--- config.mk ---
export PLATFORM = sky130hd
export DESIGN_NAME = iglc_line_ctrl
export DESIGN_NICKNAME = d
export VERILOG_FILES = /design/src/core/iglc_unused_guard.sv /design/src/core/iglc_pkg.sv /design/src/core/iglc_line_ctrl.sv
export SDC_FILE = /design/constraint.sdc
export NUM_CORES = 1
export LEC_CHECK = 0
export ABC_AREA = 1
export BUFFER_PORTS_ARGS = -buffer_cell sky130_fd_sc_hd__buf_2
export CORE_UTILIZATION = 40
export DETAILED_ROUTE_END_ITERATION = 6
export GPL_TIMING_DRIVEN = 0
export PLACE_DENSITY = 0.76
export SYNTH_ARGS = -nofsm -noshare
export SYNTH_HDL_FRONTEND = slang
export SYNTH_SLANG_ARGS = --single-unit
--- constraint.sdc ---
create_clock -name clk_sys -period 1.1 [get_ports clk_sys]
set_input_delay 0.165 -clock clk_sys [delete_from_list [all_inputs] [get_ports clk_sys]]
set_output_delay 0.165 -clock clk_sys [all_outputs]
set_load 0.01 [all_outputs]
--- src/core/iglc_unused_guard.sv ---
`timescale 1ns/1ns

--- src/core/iglc_pkg.sv ---
package iglc_pkg;
  // ==========================================================================
  // register map
  localparam logic [11:0] IGLC_LINE_CTRL_OFS = 12'h0fc;
  localparam logic [11:0] IGLC_IRQ_STAT_OFS  = 12'h100;
  localparam logic [11:0] IGLC_IRQ_MASK_OFS  = 12'h104;
  localparam logic [31:0] IGLC_CTRL_RST      = 32'h00000000;
  localparam int          IGLC_ADDR_W        = 12;
  // ==========================================================================
  // line-control field positions
  localparam int IGLC_B_IRQ_EN_BIT = 31;
  localparam int IGLC_B_INV_BIT    = 29;
  localparam int IGLC_B_OE_BIT     = 28;
  localparam int IGLC_B_DATA_BIT   = 24;
  localparam int IGLC_A_IRQ_EN_BIT = 23;
  localparam int IGLC_A_INV_BIT    = 21;
  localparam int IGLC_A_OE_BIT     = 20;
  localparam int IGLC_A_DATA_BIT   = 16;
  // writable bits of the line-control register, all others reserved
  localparam logic [31:0] IGLC_CTRL_WMASK = 32'hb1b10000;
  // status and mask layout: bit 0 line a change, bit 1 line b change
  localparam int IGLC_EVT_A_BIT = 0;
  localparam int IGLC_EVT_B_BIT = 1;
  localparam logic [1:0] IGLC_EVT_RST = 2'h0;
endpackage : iglc_pkg

--- src/core/iglc_line_ctrl.sv ---
// Design decision made here: register access over APB.
`timescale 1ns/1ns
module iglc_line_ctrl (
  input  wire logic                         clk_sys,     // 125 MHz clock
  input  wire logic                         arst_n,      // async reset, low
  input  wire logic                         psel,        // apb select
  input  wire logic                         penable,     // apb access phase
  input  wire logic                         pwrite,      // apb direction
  input  wire logic [iglc_pkg::IGLC_ADDR_W-1:0] paddr,   // apb byte address
  input  wire logic [31:0]                  pwdata,      // apb write data
  input  wire logic [3:0]                   pstrb,       // apb byte strobes
  output logic                              pready,      // apb ready
  output logic [31:0]                       prdata,      // apb read data
  output logic                              pslverr,     // apb error
  input  wire logic                         lineAIn,     // internal line a level
  input  wire logic                         lineBIn,     // internal line b level
  output logic                              lineAOut,    // line a drive value
  output logic                              lineAOe,     // line a driven
  output logic                              lineBOut,    // line b drive value
  output logic                              lineBOe,     // line b driven
  output logic                              irq          // level interrupt
);
  import iglc_pkg::*;

  // ==========================================================================
  // elaboration checks
  // the decode below assumes a word map that fits the address bus
  if (IGLC_ADDR_W < 9) begin : g_addr_w_chk
    $error("address bus too narrow for the register map");
  end
  // every register is one aligned word
  if (IGLC_LINE_CTRL_OFS[1:0] != 2'h0 || IGLC_IRQ_STAT_OFS[1:0] != 2'h0
      || IGLC_IRQ_MASK_OFS[1:0] != 2'h0) begin : g_align_chk
    $error("register offsets must be word aligned");
  end
  // the writable mask must cover exactly the named fields
  if (IGLC_CTRL_WMASK != ((32'h1 << IGLC_B_IRQ_EN_BIT) | (32'h1 << IGLC_B_INV_BIT) | (32'h1 << IGLC_B_OE_BIT)
      | (32'h1 << IGLC_B_DATA_BIT) | (32'h1 << IGLC_A_IRQ_EN_BIT) | (32'h1 << IGLC_A_INV_BIT)
      | (32'h1 << IGLC_A_OE_BIT) | (32'h1 << IGLC_A_DATA_BIT))) begin : g_wmask_chk
    $error("writable mask disagrees with the field positions");
  end
  // status and mask hold one bit per line
  if (IGLC_EVT_A_BIT == IGLC_EVT_B_BIT || IGLC_EVT_A_BIT > 1 || IGLC_EVT_B_BIT > 1) begin : g_evt_chk
    $error("event bits must be distinct and fit two bits");
  end

  // ==========================================================================
  // state
  typedef struct packed {
    logic [31:0] ctrl;
    logic [1:0]  evtStat;
    logic [1:0]  evtMask;
    logic [1:0]  lineSeen;
    logic        ready;
    logic [31:0] rdata;
    logic        slverr;
    logic        aOut;
    logic        aOe;
    logic        bOut;
    logic        bOe;
    logic        irq;
  } iglc_state_s;

  iglc_state_s st_r;
  iglc_state_s st_nxt;

  function automatic logic [31:0] iglc_strb_merge(input logic [31:0] old, input logic [31:0] wd,
                                                  input logic [3:0] strb);
    logic [31:0] res;
    res = old;
    for (int i = 0; i < 4; i++) begin
      if (strb[i]) begin
        res[i*8 +: 8] = wd[i*8 +: 8];
      end
    end
    return res;
  endfunction : iglc_strb_merge

  logic [1:0]  lineSense;
  logic [1:0]  lineChg;
  logic [31:0] ctrlView;
  logic        wrEn;
  logic        rdEn;
  logic [31:0] wMerged;

  // ==========================================================================
  // next state
  always_comb begin
    st_nxt = st_r;
    // sense after inversion; lines are on-chip only, never a pad
    lineSense[IGLC_EVT_A_BIT] = lineAIn ^ st_r.ctrl[IGLC_A_INV_BIT];
    lineSense[IGLC_EVT_B_BIT] = lineBIn ^ st_r.ctrl[IGLC_B_INV_BIT];
    st_nxt.lineSeen = lineSense;
    lineChg[IGLC_EVT_A_BIT] = (lineSense[IGLC_EVT_A_BIT] ^ st_r.lineSeen[IGLC_EVT_A_BIT])
                              & st_r.ctrl[IGLC_A_IRQ_EN_BIT];
    lineChg[IGLC_EVT_B_BIT] = (lineSense[IGLC_EVT_B_BIT] ^ st_r.lineSeen[IGLC_EVT_B_BIT])
                              & st_r.ctrl[IGLC_B_IRQ_EN_BIT];
    ctrlView = st_r.ctrl;
    ctrlView[IGLC_A_DATA_BIT] = lineSense[IGLC_EVT_A_BIT];
    ctrlView[IGLC_B_DATA_BIT] = lineSense[IGLC_EVT_B_BIT];
    wrEn = psel && penable && pwrite && !st_r.ready;
    rdEn = psel && penable && !pwrite && !st_r.ready;
    wMerged = 32'h00000000;
    st_nxt.ready = psel && penable && !st_r.ready;
    st_nxt.slverr = 1'b0;
    st_nxt.rdata = 32'h00000000;
    if (rdEn) begin
      unique case (paddr)
        IGLC_LINE_CTRL_OFS: st_nxt.rdata = ctrlView;
        IGLC_IRQ_STAT_OFS:  st_nxt.rdata = {30'h0, st_r.evtStat};
        IGLC_IRQ_MASK_OFS:  st_nxt.rdata = {30'h0, st_r.evtMask};
        default:            st_nxt.slverr = 1'b1;
      endcase
    end
    if (wrEn) begin
      unique case (paddr)
        IGLC_LINE_CTRL_OFS: begin
          // data bits store drive value; reserved bits stay zero
          wMerged = iglc_strb_merge(st_r.ctrl, pwdata, pstrb);
          st_nxt.ctrl = wMerged & IGLC_CTRL_WMASK;
        end
        IGLC_IRQ_STAT_OFS: begin
          if (pstrb[0]) begin
            st_nxt.evtStat = st_r.evtStat & ~pwdata[1:0];
          end
        end
        IGLC_IRQ_MASK_OFS: begin
          if (pstrb[0]) begin
            st_nxt.evtMask = pwdata[1:0];
          end
        end
        default: st_nxt.slverr = 1'b1;
      endcase
    end
    // set wins over a simultaneous clear
    st_nxt.evtStat = st_nxt.evtStat | lineChg;
    st_nxt.irq = |(st_nxt.evtStat & st_nxt.evtMask);
    st_nxt.aOe = st_nxt.ctrl[IGLC_A_OE_BIT];
    st_nxt.bOe = st_nxt.ctrl[IGLC_B_OE_BIT];
    st_nxt.aOut = st_nxt.ctrl[IGLC_A_DATA_BIT] ^ st_nxt.ctrl[IGLC_A_INV_BIT];
    st_nxt.bOut = st_nxt.ctrl[IGLC_B_DATA_BIT] ^ st_nxt.ctrl[IGLC_B_INV_BIT];
  end

  // ==========================================================================
  // registers
  always_ff @(posedge clk_sys or negedge arst_n) begin
    if (!arst_n) begin
      st_r <= '0;
    end else begin
      st_r <= st_nxt;
    end
  end

  assign pready   = st_r.ready;
  assign prdata   = st_r.rdata;
  assign pslverr  = st_r.slverr;
  assign lineAOut = st_r.aOut;
  assign lineAOe  = st_r.aOe;
  assign lineBOut = st_r.bOut;
  assign lineBOe  = st_r.bOe;
  assign irq      = st_r.irq;

  // request qualifiers as the design takes them
  logic accTake;
  logic ctrlWr;
  logic ctrlRd;
  logic statWr;
  logic maskWr;
  logic unmapped;
  assign accTake  = psel && penable && !st_r.ready;
  assign ctrlWr   = accTake && pwrite && paddr == IGLC_LINE_CTRL_OFS;
  assign ctrlRd   = accTake && !pwrite && paddr == IGLC_LINE_CTRL_OFS;
  assign statWr   = accTake && pwrite && paddr == IGLC_IRQ_STAT_OFS;
  assign maskWr   = accTake && pwrite && paddr == IGLC_IRQ_MASK_OFS;
  assign unmapped = paddr != IGLC_LINE_CTRL_OFS && paddr != IGLC_IRQ_STAT_OFS
                    && paddr != IGLC_IRQ_MASK_OFS;
endmodule : iglc_line_ctrl

== Word level (Yosys, flattened, before mapping) ==
Index checks and enable logic that the tools add are counted.

* Register bits after elaboration: 53
* Input bits: 55
* Output and inout port bits: 39
* Word-level logic and storage cells: 54

* Eq/ne operators: 3
* Muxes and demuxes: 13
* Bitwise operators: 12
* Reduce and logical (&&, ||, !) cells: 12

{| class="wikitable"
|+ Operators by type and width
! cell !! number
|-
| $pmux 32 s3 || 1
|-
| $mux 34 || 1
|-
| $mux 33 || 1
|-
| $mux 30 || 1
|-
| $eq 12x9->1 const B || 2
|-
| $eq 12x8->1 const B || 1
|-
| $mux 2 || 4
|-
| $mux 8 || 1
|-
| $logic_and 1x1->1 || 6
|-
| $mux 6 || 1
|-
| $reduce_and 3->1 || 2
|-
| $xor 1x1->1 || 6
|-
| $and 2x2->2 || 2
|-
| $mux 1 || 3
|-
| $reduce_or 3->1 || 1
|-
| $and 1x1->1 || 2
|-
| $logic_not 1->1 || 2
|-
| $not 2->2 || 1
|-
| $or 2x2->2 || 1
|-
| $reduce_or 2->1 || 1
|}

== Longest topological paths before layout ==
* Depth after elaboration: 8
* Gate-level depth with buffers: 9
* Depth with buffers taken out: 9

== Worst setup path before layout ==
OpenSTA, ideal clock, no wires.

* Path type: register to register
* From: register st_r (netlist bit pready)
* To: register st_r (netlist bit lineAOut)
* Library setup time: 116 ps
* Arrival time: 1151 ps
* Required time: 984 ps
* Path slack: -168 ps
* Stages on the path, launching flop included: 9
* Buffers on the path: 0
* Clock period less this slack: 1268 ps
* Path through: dfrtp_1 > inv_1 > nand4_4 > nor2_4 > nand3_1 > nand2_1 > nand2_1 > nand2_1 > nand2_1

{| class="wikitable"
|+ RTL lines
! what !! RTL line !! RTL
|-
| from (decl) || iglc_line_ctrl.sv:64 || <nowiki>iglc_state_s st_r;</nowiki>
|-
| from (signal assigned) || iglc_line_ctrl.sv:150 || <nowiki>st_r <= st_nxt;</nowiki>
|}

==> results.txt <==
Status: finished, violations left
Failing checks: setup timing
Synth top area share: 42.0%
Switching pwr: 574 µW
Ports: 94
TritonCTS clock tree: yes
Synthesized area: 1730 µm²
Core footprint: 4090 µm²
Worst Slack Setup Final: -0.242 ns
Initial antenna violation count: 0
Setup slack at placement: -0.247 ns
Row cnt: 23
Worst-path clk slew: 0.06 ns
Clock sinks: 29
Crit path required time: 1.28 ns
Setup crit start kind: flop
Most common cell in the synthesized netlist: nand2_1
Rel. slew slack: 56.8%
Port bufs: 48
Final WL: 3690 µm
Hold crit path type: primary input to flop
Area delta synth->final: 38.8%
Largest net degree at the start of global routing: 30
EDFF count, synth: 0
Initial Utilization: 42.3%
Synth Area per Inst: 7.64 µm²
Antenna-violating nets left: 0
Tmin final: 1.34 ns
Count of different cell masters after synthesis: 19
First-pass GRT wire length: 5980 µm
Via/cell ratio: 4.26
Ant diodes: 0
Post-route cell area: 2400 µm²
Clk_skew: 0.00722 ns
Internal: 1.65 mW
P_leak: 1.41 nW
DP HPWL: 2700 µm
Nets: 367
Final setup TNS: -2.26 ns
Tightest Pin Transition: 0.648 ns
Max IR drop VDD: 0.426 mV
Ys flop type: dfrtp_1
Vias in the first global route: 1417
Fin crit share: 122%
Total of max-cap violations: 0
Sw frac: 25.8%
Die width: 67.7 µm
Clock tree buffer depth: 2
Grt ovf: 0
Synth area leaders: dfrtp_1 42%, buf_4 14%, nand2_1 13%
Global Route Usage Sum: 18.3%
Synth cell count leaders: 58 x nand2_1, 32 x buf_4, 32 x inv_1
Pwr Density: 928 nW/µm²
Fin. max-slew vios: 0
Setup crit end kind: flop
Unrepaired setup endpoints after global routing: true
Crit path arrival time: 1.52 ns
Post-place instance area: 2120 µm²
Pwr Total: 2.22 mW
Seq pwr share: 48.5%
CP Max Fanout: 4
WL/cell: 10.2 µm
Clock power share: 37.1%
Via count: 1548
Fraction of registers with async set/reset: 100%
Mapped Cells: 226
H-tree levels: 2
GPL Wtd Cong: 0.886
Final Setup Violations: 23
Root Buffer: clkbuf_8
Ys Warns: 0
Most area-hungry cell type in the Yosys netlist: dfrtp_1
Top achievable clock speed: 745 MHz
Later-pin clock latency in the skew report: 0.28 ns
Fill count: 367
Layout cell share with drive strength beyond 1: 42.2%
Die Ht: 67.7 µm
Hold Slack: 0.136 ns
Gate power share: 14.4%
Total CTS buffers: 5
#FFs+latches synth: 29
DIE AREA: 4580 µm²
Drt pass-1 iters: 4
Worst Setup Path Type: flop to flop
Detailed-route DRC error count: 0
First DRT Iteration DRCs: 109
Endpoints failing hold: 0
Register area share after synthesis: 42.0%
==> repair_timing <==
action,4_1_cts,5_1_grt
gates resized for setup,3,24
setup endpoints to repair,21,24
hold buffers,1,0
hold endpoints to repair,29,0
pin swaps,3,7
buffers inserted,4,5
==> flip-flops by register name (all words and copies together), names as in the netlist <==
register / flops
st_r: 8
ctrlView: 6
lineAOut: 1
irq: 1
pslverr: 1
prdata: 10
pready: 1
lineBOut: 1
==> cell usage in the layout, fill, tap and decap left out <==
cell type	n
nand2_2	8
nor2_2	6
inv_1	31
inv_2	3
nand4_4	1
a21oi_2	1
nor2_4	7
nor2_8	1
buf_6	3
nand3_1	15
clkbuf_1	1
nand3_2	5
nand3_4	2
buf_2	48
conb_1	22
nor2_1	20
nand2_1	51
nand4_1	4
a21oi_1	5
clkbuf_8	5
buf_4	37
buf_12	1
clkinv_2	2
nor3_2	1
dlygate4sd3_1	1
xnor2_2	1
xnor2_1	1
dfrtp_1	29
nor3_1	1
==> final timing paths <==
path | from | end | slack [ns] | depth (start not counted)
worst max-delay path | pready$_DFF_PN0_ | st_r[61]$_DFF_PN0_ | -0.24 | 7
worst min-delay path | pwdata[20] | ctrlView[20]$_DFFE_PN0P_ | 0.14 | 3
worst max register to register | pready$_DFF_PN0_ | st_r[61]$_DFF_PN0_ | -0.24 | 7
worst min register to register | st_r[42]$_DFF_PN0_ | st_r[42]$_DFF_PN0_ | 0.50 | 2
max in group asynchronous | arst_n | ctrlView[23]$_DFFE_PN0P_ | 0.23 | 2
min in group asynchronous | arst_n | irq$_DFF_PN0_ | 0.45 | 2
==> layer usage <==
layer  vias to the layer above  wire length [µm]  GRT usage, %
met5                         -                 0             0
met4                         0                87          9.84
met3                         6               214          5.74
met2                        56              1770          29.8
met1                       684              1620          21.1
li1                        802                 -             -
==> cell type report <==
class                           instances  area [µm²]  area share, %
Multi-Input combinational cell        152         816           34.0
Sequential cell                        29         726           30.3
Timing Repair Buffer                   58         342           14.3
Buffer                                 32         240           10.0
Inverter                               34         128           5.33
Clock buffer                            6        72.6           3.03
Tap cell                               50        62.6           2.61
Clock inverter                          2        10.0          0.418
==> worst max-delay path: stages, from the launching register on <==
cell     delay (ns)
dfrtp_1        0.38
inv_2          0.08
nand4_4        0.14
nor2_4         0.22
nand3_2        0.13
nand2_1        0.08
nand2_1        0.07
buf_4          0.14
==> metrics by stage <==
stage	util [%]	std cells
after floorplan	-	247
final	58.6	363
after detailed placement	51.8	345
after global placement	51.8	345
after CTS	55.3	358
after global routing	58.6	363
==> cells by family after synthesis <==
group	share of synthesized area, %
other	0.217
xor gates and xnor gates	1.01
and+or+nand+nor	33.7
DFF	42.0
AOI/OAI and AO/OA	1.74
buffers and inverters	21.3
==> power by group through the flow <==
stage | sequential [mW] | clock, mW | combinational [mW]
4_1_cts | 1.08 | 0.844 | 0.299
3_5_place_dp | 1.10 | 0 | 0.289
3_3_place_gp | 1.10 | 0 | 0.284
2_1_floorplan | 1.10 | 0 | 0.172
6_report | 1.08 | 0.826 | 0.319
5_1_grt | 1.08 | 0.892 | 0.359
Power figures use the tool's default switching activity.
